**src/verilog/sbdp_cfg.svh**
```systemverilog
/*
 contents: register offsets, field positions, reset values and link timing counts
 for the split bus data-phase controller.
 assumes: included by its bare name from the package and the design modules.
*/
`ifndef SBDP_CFG_SVH
`define SBDP_CFG_SVH

// register byte offsets (low address byte)
`define SBDP_REG_CTRL     8'h00
`define SBDP_REG_STATUS   8'h04
`define SBDP_REG_PATTERN  8'h08
`define SBDP_REG_WLO      8'h0C
`define SBDP_REG_WHI      8'h10
`define SBDP_REG_WSTRB    8'h14
`define SBDP_REG_LADDR    8'h18
`define SBDP_REG_LINFO    8'h1C

// control fields
`define SBDP_CTRL_EN      0
`define SBDP_CTRL_WRAP    1
`define SBDP_CTRL_W32     2
`define SBDP_CTRL_DRST    3
`define SBDP_CTRL_GAP     15:8
`define SBDP_CTRL_RESET   32'h0000_0001

// sticky error bits
`define SBDP_ERR_BOUND    0
`define SBDP_ERR_ALIGN    1
`define SBDP_ERR_STROBE   2
`define SBDP_ERR_OVF      3

// request length codes and spans
`define SBDP_LEN_BURST    3'h6
`define SBDP_WR_SPAN      7'h10
`define SBDP_RD_SPAN      7'h20
`define SBDP_QDEPTH       3'h4

// link clock made by dividing clk_sys
`define SBDP_CLK_NS       10
`define SBDP_LINK_NS      80
`define SBDP_HALF_CNT     2'((`SBDP_LINK_NS / `SBDP_CLK_NS) / 2 - 1)
`define SBDP_STRAP_TICKS  4'h8

`endif

```
**src/verilog/sbdp_pkg.sv**
```systemverilog
/*
 contents: types and shared decode functions of the split bus data-phase controller.
 assumes: sbdp_cfg.svh on the include path.
*/
`include "sbdp_cfg.svh"

package sbdp_pkg;

	typedef struct packed {
		logic [31:0] addr;
		logic        wr;
		logic [2:0]  len;
	} sbdp_req_type;

	typedef struct packed {
		logic       vld;
		logic       wr;
		logic       first;
		logic       last;
		logic [2:0] idx;
	} sbdp_beat_type;

	typedef struct packed {
		logic        req_n;
		logic        lock_len1;
		logic        wr_len0;
		logic [15:0] a;
		logic [63:0] din;
		logic [7:0]  strb_n;
		logic [7:0]  cbits;
	} sbdp_pins_type;

	typedef struct packed {
		logic [31:0] ctrl;
		logic [31:0] pattern;
		logic        wpend;
		logic [7:0]  waddr;
		logic [31:0] rdata;
		logic [3:0]  clear;
	} sbdp_regs_type;

	typedef struct packed {
		sbdp_pins_type          sync1;
		sbdp_pins_type          sync2;
		logic [1:0]             phase;
		logic                   mclk;
		logic                   hi_ok;
		logic [15:0]            hi_a;
		logic                   hi_wr;
		sbdp_req_type [3:0]     q;
		logic [1:0]             head;
		logic [1:0]             tail;
		logic [2:0]             count;
		logic [2:0]             beat;
		logic [7:0]             wait_cnt;
		sbdp_beat_type          p1;
		sbdp_beat_type          p2;
		logic                   dv;
		logic                   dv_wr;
		logic                   cwo;
		logic                   oe_n;
		logic [63:0]            dout;
		logic [7:0]             cout;
		logic [3:0]             strap;
		logic                   w32;
		logic [3:0]             err;
		logic [31:0]            wlo;
		logic [31:0]            whi;
		logic [7:0]             wstrb;
		logic [31:0]            laddr;
		logic [12:0]            linfo;
	} sbdp_host_type;

	// data cycles of one transaction
	function automatic logic [3:0] sbdp_beats(input logic [2:0] len, input logic w32);
		case (len)
			3'h3:    return w32 ? 4'h2 : 4'h1;
			3'h4:    return w32 ? 4'h3 : 4'h1;
			3'h5:    return w32 ? 4'h4 : 4'h2;
			3'h6:    return w32 ? 4'h8 : 4'h4;
			default: return 4'h1;
		endcase
	endfunction

	// data bytes of one request
	function automatic logic [5:0] sbdp_bytes(input logic [2:0] len);
		case (len)
			3'h0:    return 6'h01;
			3'h1:    return 6'h02;
			3'h2:    return 6'h04;
			3'h3:    return 6'h08;
			3'h4:    return 6'h0C;
			3'h5:    return 6'h10;
			default: return 6'h20;
		endcase
	endfunction

endpackage

```
**src/verilog/sbdp_reg_if.sv**
```systemverilog
/*
 contents: interface between the bus register file and the data-phase core.
 assumes: both ends on clk_sys.
*/
interface sbdp_reg_if;
	logic [31:0] ctrl;
	logic [31:0] pattern;
	logic [3:0]  clear;
	logic [3:0]  err;
	logic [2:0]  count;
	logic [31:0] wlo;
	logic [31:0] whi;
	logic [7:0]  wstrb;
	logic [31:0] laddr;
	logic [12:0] linfo;

	modport regs (output ctrl, pattern, clear, input err, count, wlo, whi, wstrb, laddr, linfo);
	modport core (input ctrl, pattern, clear, output err, count, wlo, whi, wstrb, laddr, linfo);
endinterface

```
**src/verilog/sbdp_host.sv**
```systemverilog
/*
 contents: memory-side controller of a split, pipelined processor bus: takes requests,
 paces data cycles with the data-cycle-valid strobe, returns read data, takes write data.
 assumes: the processor on the far side samples on rising mclk_out, which this block makes;
 software drives it through sbdp_regs over AHB-Lite.
*/
`include "sbdp_cfg.svh"

// Notes on behaviour
// - one data transaction per request, completed in request order, any delay.
// - in 64-bit mode each byte sits in its natural lane of the 64-bit block.
// - each data cycle is announced by data-cycle-valid two edges before transfer.
// - on reads the memory side drives all data lines with definite values.
// - an error-correcting slave returns full 64 bits regardless of size.
// - data-cycle-valid comes no earlier than two cycles after request start.
// - burst data cycles may be back-to-back or gapped, and may overlap.
// - critical word order is driven with the first strobe of eight-word reads; here eight-word writes drive it too.
// - order 0 returns sequentially; order 1 starts at requested word, wrapping.
// - 64-bit wrapped order follows address bits 4:3 in word pairs.
// - 32-bit wrapped order follows address bits 4:2 in steps of one word.
// - memory side leaves one idle turnaround between read and write data cycles.
// - at most four requests are outstanding before the first data returns.
module sbdp_host
	import sbdp_pkg::*;
(
	input  wire logic        clk_sys,
	input  wire logic        sys_rst,
	input  wire logic        hsel,
	input  wire logic [31:0] haddr,
	input  wire logic [1:0]  htrans,
	input  wire logic        hwrite,
	input  wire logic [2:0]  hsize,
	input  wire logic [31:0] hwdata,
	input  wire logic        hready,
	output logic             hreadyout,
	output logic [31:0]      hrdata,
	output logic             hresp,
	output logic             mclk_out,
	output logic             dev_reset_n,
	input  wire logic        request_start_n,
	input  wire logic        req_lock_len1,
	input  wire logic        req_wr_len0,
	input  wire logic [15:0] req_addr,
	input  wire logic [63:0] data_in,
	output logic [63:0]      data_out,
	output logic             data_oe_n,
	input  wire logic [7:0]  check_bit_lanes_in,
	output logic [7:0]       check_bit_lanes_out,
	output logic             check_bit_lanes_oe_n,
	input  wire logic [7:0]  byte_lane_strobe_n,
	output logic             data_cycle_valid,
	output logic             critical_word_order
);

	sbdp_reg_if    rif ();
	sbdp_host_type s;
	sbdp_host_type next_s;
	sbdp_req_type  head;
	sbdp_req_type  entry;
	sbdp_pins_type pins;
	logic          tick;
	logic          skip;
	logic          push;
	logic          pop;
	logic          lastb;
	logic [3:0]    beats;
	logic [3:0]    eset;
	logic [2:0]    base;
	logic [2:0]    sum;
	logic [2:0]    idx;
	logic [31:0]   pw;
	logic [31:0]   lo;
	logic [7:0]    gap;

	sbdp_regs u_regs (
		.clk_sys   (clk_sys),
		.sys_rst   (sys_rst),
		.hsel      (hsel),
		.haddr     (haddr),
		.htrans    (htrans),
		.hwrite    (hwrite),
		.hsize     (hsize),
		.hwdata    (hwdata),
		.hready    (hready),
		.hreadyout (hreadyout),
		.hrdata    (hrdata),
		.hresp     (hresp),
		.rif       (rif)
	);

	always_comb
	begin
		next_s = s;
		pins.req_n = request_start_n;
		pins.lock_len1 = req_lock_len1;
		pins.wr_len0 = req_wr_len0;
		pins.a = req_addr;
		pins.din = data_in;
		pins.strb_n = byte_lane_strobe_n;
		pins.cbits = check_bit_lanes_in;
		next_s.sync1 = pins;
		next_s.sync2 = s.sync1;
		tick = s.mclk && s.phase == `SBDP_HALF_CNT;
		skip = 1'b0;
		push = 1'b0;
		pop = 1'b0;
		eset = 4'h0;
		gap = rif.ctrl[`SBDP_CTRL_GAP];
		head = s.q[s.head];
		entry.addr = {s.hi_a, s.sync2.a};
		entry.wr = s.hi_wr;
		entry.len = {s.sync2.req_n, s.sync2.lock_len1, s.sync2.wr_len0};
		beats = sbdp_beats(head.len, s.w32);
		lastb = {1'b0, s.beat} == beats - 4'h1;
		// start unit: requested word or pair, or unit 0 for sequential bursts
		base = s.w32 ? head.addr[4:2] : {1'b0, head.addr[4:3]};
		if (head.len == `SBDP_LEN_BURST && !rif.ctrl[`SBDP_CTRL_WRAP])
			base = 3'h0;
		sum = base + s.beat;
		idx = s.w32 ? sum : {1'b0, sum[1:0]};
		pw = s.w32 ? {29'h0, s.p2.idx} : {28'h0, s.p2.idx, 1'b0};
		lo = rif.pattern + pw;
		// divider: link clock, state moves on its falling edge
		if (s.phase == `SBDP_HALF_CNT)
		begin
			next_s.phase = 2'h0;
			next_s.mclk = ~s.mclk;
		end
		else
			next_s.phase = s.phase + 2'h1;
		// device reset with width strap on the order pin
		if (rif.ctrl[`SBDP_CTRL_DRST])
			next_s.strap = `SBDP_STRAP_TICKS;
		else if (tick && s.strap != 4'h0)
			next_s.strap = s.strap - 4'h1;
		if (s.strap != 4'h0)
			next_s.w32 = rif.ctrl[`SBDP_CTRL_W32];
		if (tick)
		begin
			next_s.dv = 1'b0;
			next_s.cwo = 1'b0;
			next_s.oe_n = 1'b1;
			next_s.p2 = s.p1;
			next_s.p1 = '0;
			// request: first cycle address high, second cycle length and address low
			if (s.hi_ok)
			begin
				next_s.hi_ok = 1'b0;
				push = 1'b1;
				next_s.laddr = entry.addr;
				next_s.linfo[3:0] = {entry.wr, entry.len};
				if (entry.len == `SBDP_LEN_BURST)
					eset[`SBDP_ERR_ALIGN] = entry.addr[2];
				else if (entry.wr)
					eset[`SBDP_ERR_BOUND] = {3'h0, entry.addr[3:0]}
						+ {1'b0, sbdp_bytes(entry.len)} > `SBDP_WR_SPAN;
				else
					eset[`SBDP_ERR_BOUND] = {2'h0, entry.addr[4:0]}
						+ {1'b0, sbdp_bytes(entry.len)} > `SBDP_RD_SPAN;
			end
			else if (!s.sync2.req_n)
			begin
				next_s.hi_ok = 1'b1;
				next_s.hi_a = s.sync2.a;
				next_s.hi_wr = s.sync2.wr_len0;
				next_s.linfo[4] = s.sync2.lock_len1;
			end
			// data cycle scheduling from the oldest pending request
			if (s.wait_cnt != 8'h0)
				next_s.wait_cnt = s.wait_cnt - 8'h1;
			else if (s.count != 3'h0 && rif.ctrl[`SBDP_CTRL_EN])
			begin
				if (s.dv && s.dv_wr != head.wr)
					skip = 1'b1;
				else
				begin
					next_s.dv = 1'b1;
					next_s.dv_wr = head.wr;
					next_s.cwo = s.beat == 3'h0 && head.len == `SBDP_LEN_BURST
						&& rif.ctrl[`SBDP_CTRL_WRAP];
					next_s.p1.vld = 1'b1;
					next_s.p1.wr = head.wr;
					next_s.p1.first = s.beat == 3'h0;
					next_s.p1.last = lastb;
					next_s.p1.idx = idx;
					if (lastb)
					begin
						pop = 1'b1;
						next_s.beat = 3'h0;
						next_s.wait_cnt = gap;
					end
					else
						next_s.beat = s.beat + 3'h1;
				end
			end
			// transfer two link edges after the strobe
			if (s.p2.vld && !s.p2.wr)
			begin
				next_s.oe_n = 1'b0;
				next_s.dout = {s.w32 ? 32'h0 : lo + 32'h1, lo};
				for (int i = 0; i < 8; i++)
					next_s.cout[i] = ^next_s.dout[8*i+:8];
			end
			if (s.p2.vld && s.p2.wr)
			begin
				next_s.wlo = s.sync2.din[31:0];
				next_s.whi = s.sync2.din[63:32];
				next_s.wstrb = ~s.sync2.strb_n;
				next_s.linfo[12:5] = s.sync2.cbits;
				if ((s.p2.first || s.p2.last) && &s.sync2.strb_n[3:0]
					&& (s.w32 || &s.sync2.strb_n[7:4]))
					eset[`SBDP_ERR_STROBE] = 1'b1;
			end
			// in-order request queue
			if (push)
			begin
				if (s.count == `SBDP_QDEPTH && !pop)
					eset[`SBDP_ERR_OVF] = 1'b1;
				else
				begin
					next_s.q[s.tail] = entry;
					next_s.tail = s.tail + 2'h1;
					if (s.count == 3'h0)
						next_s.wait_cnt = gap;
				end
			end
			next_s.head = s.head + {1'b0, pop};
			next_s.count = s.count + {2'h0, push && !eset[`SBDP_ERR_OVF]} - {2'h0, pop};
		end
		next_s.err = (s.err & ~rif.clear) | eset;
	end

	always_ff @(posedge clk_sys or posedge sys_rst)
	begin
		if (sys_rst)
		begin
			s <= '0;
			s.sync1.req_n <= 1'b1;
			s.sync2.req_n <= 1'b1;
			s.oe_n <= 1'b1;
			s.strap <= `SBDP_STRAP_TICKS;
		end
		else
			s <= next_s;
	end

	assign mclk_out = s.mclk;
	assign dev_reset_n = s.strap == 4'h0;
	assign data_cycle_valid = s.dv;
	assign critical_word_order = s.strap != 4'h0 ? s.w32 : s.cwo;
	assign data_out = s.dout;
	assign data_oe_n = s.oe_n;
	assign check_bit_lanes_out = s.cout;
	assign check_bit_lanes_oe_n = s.oe_n;
	assign rif.err = s.err;
	assign rif.count = s.count;
	assign rif.wlo = s.wlo;
	assign rif.whi = s.whi;
	assign rif.wstrb = s.wstrb;
	assign rif.laddr = s.laddr;
	assign rif.linfo = s.linfo;
endmodule

```
**src/verilog/sbdp_regs.sv**
```systemverilog
/*
 contents: AHB-Lite slave holding the controller's own registers.
 assumes: single slave, word transfers only, clk_sys domain.
*/
`include "sbdp_cfg.svh"

module sbdp_regs
	import sbdp_pkg::*;
(
	input  wire logic        clk_sys,
	input  wire logic        sys_rst,
	input  wire logic        hsel,
	input  wire logic [31:0] haddr,
	input  wire logic [1:0]  htrans,
	input  wire logic        hwrite,
	input  wire logic [2:0]  hsize,
	input  wire logic [31:0] hwdata,
	input  wire logic        hready,
	output logic             hreadyout,
	output logic [31:0]      hrdata,
	output logic             hresp,
	sbdp_reg_if.regs         rif
);

	sbdp_regs_type s;
	sbdp_regs_type next_s;
	logic          acc;

	assign acc = hsel && htrans[1] && hready && hsize == 3'h2;

	always_comb
	begin
		next_s = s;
		next_s.clear = 4'h0;
		if (s.wpend)
		begin
			case (s.waddr)
				`SBDP_REG_CTRL:    next_s.ctrl = hwdata;
				`SBDP_REG_PATTERN: next_s.pattern = hwdata;
				`SBDP_REG_STATUS:  next_s.clear = hwdata[3:0];
				default:           ;
			endcase
		end
		if (hready)
			next_s.wpend = acc && hwrite;
		if (acc)
			next_s.waddr = haddr[7:0];
		if (acc && !hwrite)
		begin
			case (haddr[7:0])
				`SBDP_REG_CTRL:    next_s.rdata = next_s.ctrl;
				`SBDP_REG_STATUS:  next_s.rdata = {21'h0, rif.count, 4'h0, rif.err};
				`SBDP_REG_PATTERN: next_s.rdata = next_s.pattern;
				`SBDP_REG_WLO:     next_s.rdata = rif.wlo;
				`SBDP_REG_WHI:     next_s.rdata = rif.whi;
				`SBDP_REG_WSTRB:   next_s.rdata = {24'h0, rif.wstrb};
				`SBDP_REG_LADDR:   next_s.rdata = rif.laddr;
				`SBDP_REG_LINFO:   next_s.rdata = {16'h0, rif.linfo[12:5], 3'h0, rif.linfo[4:0]};
				default:           next_s.rdata = 32'h0;
			endcase
		end
	end

	always_ff @(posedge clk_sys or posedge sys_rst)
	begin
		if (sys_rst)
		begin
			s <= '0;
			s.ctrl <= `SBDP_CTRL_RESET;
		end
		else
			s <= next_s;
	end

	assign hreadyout = 1'b1;
	assign hresp = 1'b0;
	assign hrdata = s.rdata;
	assign rif.ctrl = s.ctrl;
	assign rif.pattern = s.pattern;
	assign rif.clear = s.clear;

endmodule
```
**config.mk**
```make
export PLATFORM = sky130hd
export DESIGN_NAME = sbdp_host
export DESIGN_NICKNAME = d
export VERILOG_FILES = /design/src/verilog/sbdp_pkg.sv /design/src/verilog/sbdp_reg_if.sv /design/src/verilog/sbdp_host.sv /design/src/verilog/sbdp_regs.sv
export VERILOG_INCLUDE_DIRS = /design/src /design/src/verilog
export SDC_FILE = /design/constraint.sdc
export NUM_CORES = 1
export LEC_CHECK = 0
export BUFFER_PORTS_ARGS = -buffer_cell sky130_fd_sc_hd__buf_4
export CORE_MARGIN = 5
export CORE_UTILIZATION = 45
export CTS_CLUSTER_DIAMETER = 200
export DETAILED_ROUTE_END_ITERATION = 6
export HOLD_SLACK_MARGIN = 0.05
export SYNTH_ARGS = -nofsm -noshare
export SYNTH_HDL_FRONTEND = slang
export SYNTH_SLANG_ARGS = --single-unit
```
**constraint.sdc**
```tcl
create_clock -name clk_sys -period 41.7 [get_ports clk_sys]
set_input_delay 4.17 -clock clk_sys [delete_from_list [all_inputs] [get_ports clk_sys]]
set_output_delay 4.17 -clock clk_sys [all_outputs]
set_load 0.02 [all_outputs]
```
Word level (Yosys, flattened, before mapping)
Index checks and enable logic that the tools add are counted.
{"block": "classes", "n_addsub": 14, "order_cmp": 5, "n_eq_ne": 24, "muxes": 66, "n_bitwise": 10, "n_reduce_logical": 52}
{"cell": "$pmux 32 s8", "n": 1}
{"cell": "$bwmux 144", "n": 1}
{"cell": "$mux 32", "n": 3}
{"cell": "$mux 73", "n": 1}
{"cell": "$bmux 36 s2", "n": 1}
{"cell": "$demux 36 s2", "n": 1}
{"cell": "$mux 64", "n": 1}
{"cell": "$reduce_xor 8->1", "n": 8}
{"cell": "$mux 6", "n": 8}
{"cell": "$mux 8", "n": 5}
{"cell": "$mux 36", "n": 1}
{"cell": "$pmux 6 s6", "n": 1}
{"cell": "$add 32x1->32 const B", "n": 1}
{"cell": "$add 32x4->32", "n": 1}
{"cell": "$eq 8x5->1 const B", "n": 4}
{"cell": "$mux 15", "n": 2}
{"cell": "$mux 4", "n": 7}
{"cell": "$eq 8x4->1 const B", "n": 3}
{"cell": "$mux 3", "n": 8}
{"cell": "$eq 3x3->1 const B", "n": 7}
{"cell": "$logic_and 1x1->1", "n": 19}
{"cell": "$mux 18", "n": 1}
{"cell": "$mux 1", "n": 17}
{"cell": "$eq 8x3->1 const B", "n": 2}
{"cell": "40 further kinds", "n": 67}
{"block": "totals", "register_bits": 706, "in_bits": 173, "out_inout_bits": 112, "elab_cells": 239}

Longest topological paths before layout
{"block": "depth", "depth_word": 20, "mapped_depth": 22, "depth_no_buf": 19}

Hierarchy
Synthesis repeated with hierarchy kept, for this count alone.
{"block": "unflattened", "cells_unflattened": 2207, "hier_area_um2": 25614.6}
{"module": "sbdp_host", "instances": 1, "cells_each": 1629, "area_per_inst_um2": 19292.3, "seq_area_each_um2": 12016.5}
{"module": "sbdp_regs", "instances": 1, "cells_each": 578, "area_per_inst_um2": 6322.3, "seq_area_each_um2": 2728.9}

Worst setup path after synthesis
Ideal clock, no wire load.
{"block": "synth_timing", "kind": "input -> register", "start": "input port haddr[1]", "end": "register u_regs.s, in the netlist u_regs.hrdata[20]", "setup_time_ps": 64, "arrival_ps": 6012, "t_required_ps": 41636, "path_slack_ps": 35624, "cell_stages": 7, "n_path_buf": 1, "cell_sequence": "or4_1 > nor2_1 > nor4b_1 > clkbuf_1 > a22oi_1 > a21oi_1 > a21o_1"}
{"block": "synth_between", "elab_chain_cells": 2, "elab_cells_between_ends": 9, "classes_between": "7 x eq/ne; 1 x mux; 1 x reduce/logical"}
{"element": "start, declared", "line": "sbdp_host.sv:29", "text": "input wire logic [31:0] haddr,"}
{"element": "$eq 8x5->1 (tied with other cells)", "line": "sbdp_regs.sv:50", "text": "case (haddr[7:0])"}
{"element": "$pmux 32 s8 *", "line": "sbdp_regs.sv:50"}
{"element": "end signal, assigned", "line": "sbdp_regs.sv:72", "text": "s <= next_s;"}
{"element": "end, declared", "line": "sbdp_regs.sv:25", "text": "sbdp_regs_type s;"}
Mark *: on every way between the ends. The rest lies on a longest branch, timed or not.
A chain may end at the register's enable or synchronous reset.

Worst setup path after layout
{"block": "layout_timing", "start": "register s[122] in the netlist's numbering", "end": "output port critical_word_order"}
{"block": "layout_between", "elab_chain_cells": 2}
{"element": "start, declared", "line": "sbdp_host.sv:56", "text": "sbdp_host_type s;"}
{"element": "start signal, assigned", "line": "sbdp_host.sv:244", "text": "s <= next_s;"}
{"element": "$reduce_bool 4->1", "line": "sbdp_host.sv:250", "text": "assign critical_word_order = s.strap != 4'h0 ? s.w32 : s.cwo;"}
{"element": "$mux 1", "line": "sbdp_host.sv:250"}
{"element": "end, declared", "line": "sbdp_host.sv:52", "text": "output logic critical_word_order"}
No other way between the ends.

==> results.cfg <==
[sta]
timing.final.max_slew_violations = 0
timing.clock.skew_ps = 19.74
maxClockFrequency_mhz = 154.2
worstMarginPinSlew_ps = 1066
finalHoldViolCount = 0
fin_crit_sh_pct = 15.55
timing.slew.headroom_pct = 28.55
worst_hold_slack_across_all_endpoints_ps = 338.5
rsz0062_at_grt = no
final.min_clock_period_ps = 6485
setup_total_negative_slack_ps = 0
setup_violations = 0

[floorplan]
die_area_sq_um = 59600
core_area_sq_um = 54030
x_dimension_of_the_die_um = 244.1
floorplan.io_pins = 285
floorplan.initialDensity_pct = 45.66
placementRows = 85
fp.dieH_um = 244.1

[cts]
cts_hold_repair.buffers = 0
cts_made_buffers = 59
clock_insertion_delay_worst_skew_ps = 620
ctsResizeCount = 0
h-tree-depth = 2
cts_tree = yes
cts.clk_slew.worst_paths_ps = 60
clock-sinks = 589
postCtsSetupBuffers = 0
cts_max_path_buffers = 3
cts.root.buffer_cell = clkbuf_16

[pwr]
p_leak_nw = 13.61
internal_power_mw = 1.006
p_per_area_nw_per_um2 = 47.17
clockPowerShare_pct = 39.3
pwr-share-seq_pct = 48.4
ir_drop_mv = 0.03379
power.total_mw = 1.347
netSwitchingFraction_pct = 25.31
relative_contribution_of_combinational_cells_to_total_power_pct = 12.3
netSwitchingPower_uw = 341.0

[drt]
avgViaCountPerCell = 5.257
route.detailed.wl_per_inst_um = 19.84
wirelength_um = 59440
drt_initial_violations = 1133
drt_drc_violations_left = 1
antenna_violating_nets_post_route = 0
route.vias.total = 15750
drt-pass1-iter-count = 7

[worst_setup_path]
largest_stage_delay_worst_path_ps = 500
reg2reg_setup_slack_ps = 36360
arrival_ps = 2320
cp.buffers_inverters = 2
crit_path_max_fanout = 4
critical_path.slowest_cell = nor3b_1
critical_path.endpoint_type = primary output
timing.setup.critical_path_class = flip-flop to primary output
worst_ep_required_time_ps = 37530
critPathLaunchType = flip-flop
worst_path_dominant_cell_family = simple AND/OR/NAND/NOR gates
path_cells = inv_1 -> ha_1 -> nor3b_1 -> mux2_2 -> buf_4

[synthesis]
synth_area_leaders = dfrtp_1 59%, mux2_2 7.6%, nand2_1 5.9%, buf_4 3.3%, xnor2_1 2.8%
synthCells = 2100
synth_area_per_cell_sq_um = 11.75
netlist.top_cell.by_area = dfrtp_1
number_of_flops_mapped_to_enable_cells_by_yosys = 0
synth_top_flop_cell = dfrtp_1
synth_top_cell_area_share_pct = 59.24
async_flop_share_pct = 100.0
seq_area_frac_synth_pct = 59.77
syn-cell-area_sq_um = 24670
yosys_warnings = 0
ys_types = 77
post_synth_most_frequent_cells = 584 x dfrtp_1, 386 x nand2_1, 166 x mux2_2, 108 x buf_4, 102 x o21ai_0
synth.most_common_cell = dfrtp_1
postSynthRegisterBits = 589
synth_nets = 2317

[placement]
buffers_on_ports = 257
place.gp.congestion = 0.8585
detailedPlacementHpwl_um = 42310
placement.cell_area_sq_um = 26580

[final_layout]
layout-drive-gt1-share_pct = 25.59
finalNetCount = 2465
area_delta_synth_final_pct = 15.77
fillers = 4704
stdcell_area_sq_um = 28560

[status]
run_status = complete, but fails checks
violations = design-rule violations

[worst_hold_path]
worstHoldPathType = flip-flop to flip-flop

[global_route]
grt_pass1_wl_um = 94020
antenna_found_initial = 12
grt_start_max_net_pins = 174
grt.total_usage_pct = 19.87
gr-total-overflow = 0
grt_pass1_vias = 16390

[job]
cap_violations = 0
-- cell families after synthesis --
family | after synthesis | synth area share, %
flip-flops | 589 | 59.77
buffers and inverters | 257 | 5.574
AO/OA/AOI/OAI | 317 | 8.708
other | 2 | 0.03044
AND/OR/NAND/NOR | 606 | 11.13
adder cells (fa/ha/maj) | 44 | 2.353
multiplexers | 181 | 8.490
XOR/XNOR | 104 | 3.946
-- layout make-up --
class	instances	area [sq um]	area share, %
multi-input combinational	1254	8593	30.09
clock buffer	78	1649	5.774
sequential	589	14750	51.63
timing repair buffer	282	2130	7.456
tap	696	870.8	3.049
inverter	62	240.2	0.8411
antenna	6	15.01	0.05257
clock inverter	29	316.6	1.108
-- cells in the final DEF (no fill, tap or decap), types with 6 or more instances in the layout --
cell type and instances:
a21o_1 23, a21oi_1 48, a221oi_1 16, a222oi_1 20, a22o_1 14, a22oi_1 39, and2_1 11, and3_1 15
and4_1 6, buf_4 281, clkbuf_1 10, clkbuf_16 60, clkbuf_8 8, clkinv_2 20, dfrtp_1 584, diode_2 6
ha_1 40, inv_1 61, mux2_2 166, mux2i_1 9, mux4_2 6, nand2_1 386, nand2b_1 11, nand3_1 29
nand4_1 18, nor2_1 52, nor3_1 17, nor4_1 12, o21ai_0 102, o22ai_1 8, or3_1 6, xnor2_1 78
xor2_1 21
-- routing by layer --
| metal | global-route usage, % | vias to the layer above | part of all wire (%) |
|---|---|---|---|
| met5 | 0 | - | 0.14 |
| li1 | - | 7437 | - |
| met1 | 27.12 | 7814 | 44 |
| met2 | 32.02 | 387 | 47 |
| met4 | 5.758 | 12 | 2.5 |
| met3 | 4.815 | 101 | 6.4 |
-- path summary, 6_finish.rpt --
path                       depth (start not counted)         from                     end
min in group asynchronous                          2      sys_rst                  s[408]
hold reg to reg                                    0  next_s[408]                  s[408]
setup reg to reg                                  16       s[121]  check_bit_lanes_out[7]
setup / recovery                                   5       s[122]     critical_word_order
hold / removal                                     0  next_s[408]                  s[408]
max in group asynchronous                          4      sys_rst       u_regs.hrdata[31]
-- state kept, by name, summed over array words and instances, names as in the netlist, 9 cells and up --
signal and cells:
data_out 64, rif.linfo 13, s 147, entry 36
next_s 99, u_regs.hrdata 32, u_regs.rif.pattern 32, rif.laddr 32
rif.wlo 32, u_regs.rif.ctrl 32, u_regs.s 9, rif.whi 32
-- power by group through the flow --
stage	combinational, mW	clock [mW]	sequential [mW]
floorplan	0.129	0	0.649
global placement	0.161	0	0.661
detailed placement	0.167	0	0.663
CTS	0.168	0.544	0.652
global route	0.186	0.568	0.658
finish	0.166	0.529	0.652
-- stage by stage --
| stage | setup WS [ps] | cells | util [%] |
|---|---|---|---|
| floorplan | 21060 | 2100 | - |
| global placement | 34950 | 2883 | 49.20 |
| detailed placement | 34900 | 2883 | 49.20 |
| CTS | 35130 | 2990 | 52.83 |
| global route | 35050 | 2991 | 52.84 |
| finish | 35210 | 2996 | 52.86 |
-- worst register-to-register path: cells and delay by family, from the launching register on --
| kind | cells | cell delay (ps) |
|---|---|---|
| multiplexers | 1 | 380 |
| XOR/XNOR | 7 | 1630 |
| adder cells (fa/ha/maj) | 2 | 730 |
| AND/OR/NAND/NOR | 4 | 1600 |
| flip-flops | 1 | 390 |
| AO/OA/AOI/OAI | 2 | 550 |
Power figures use the tool's default switching activity.
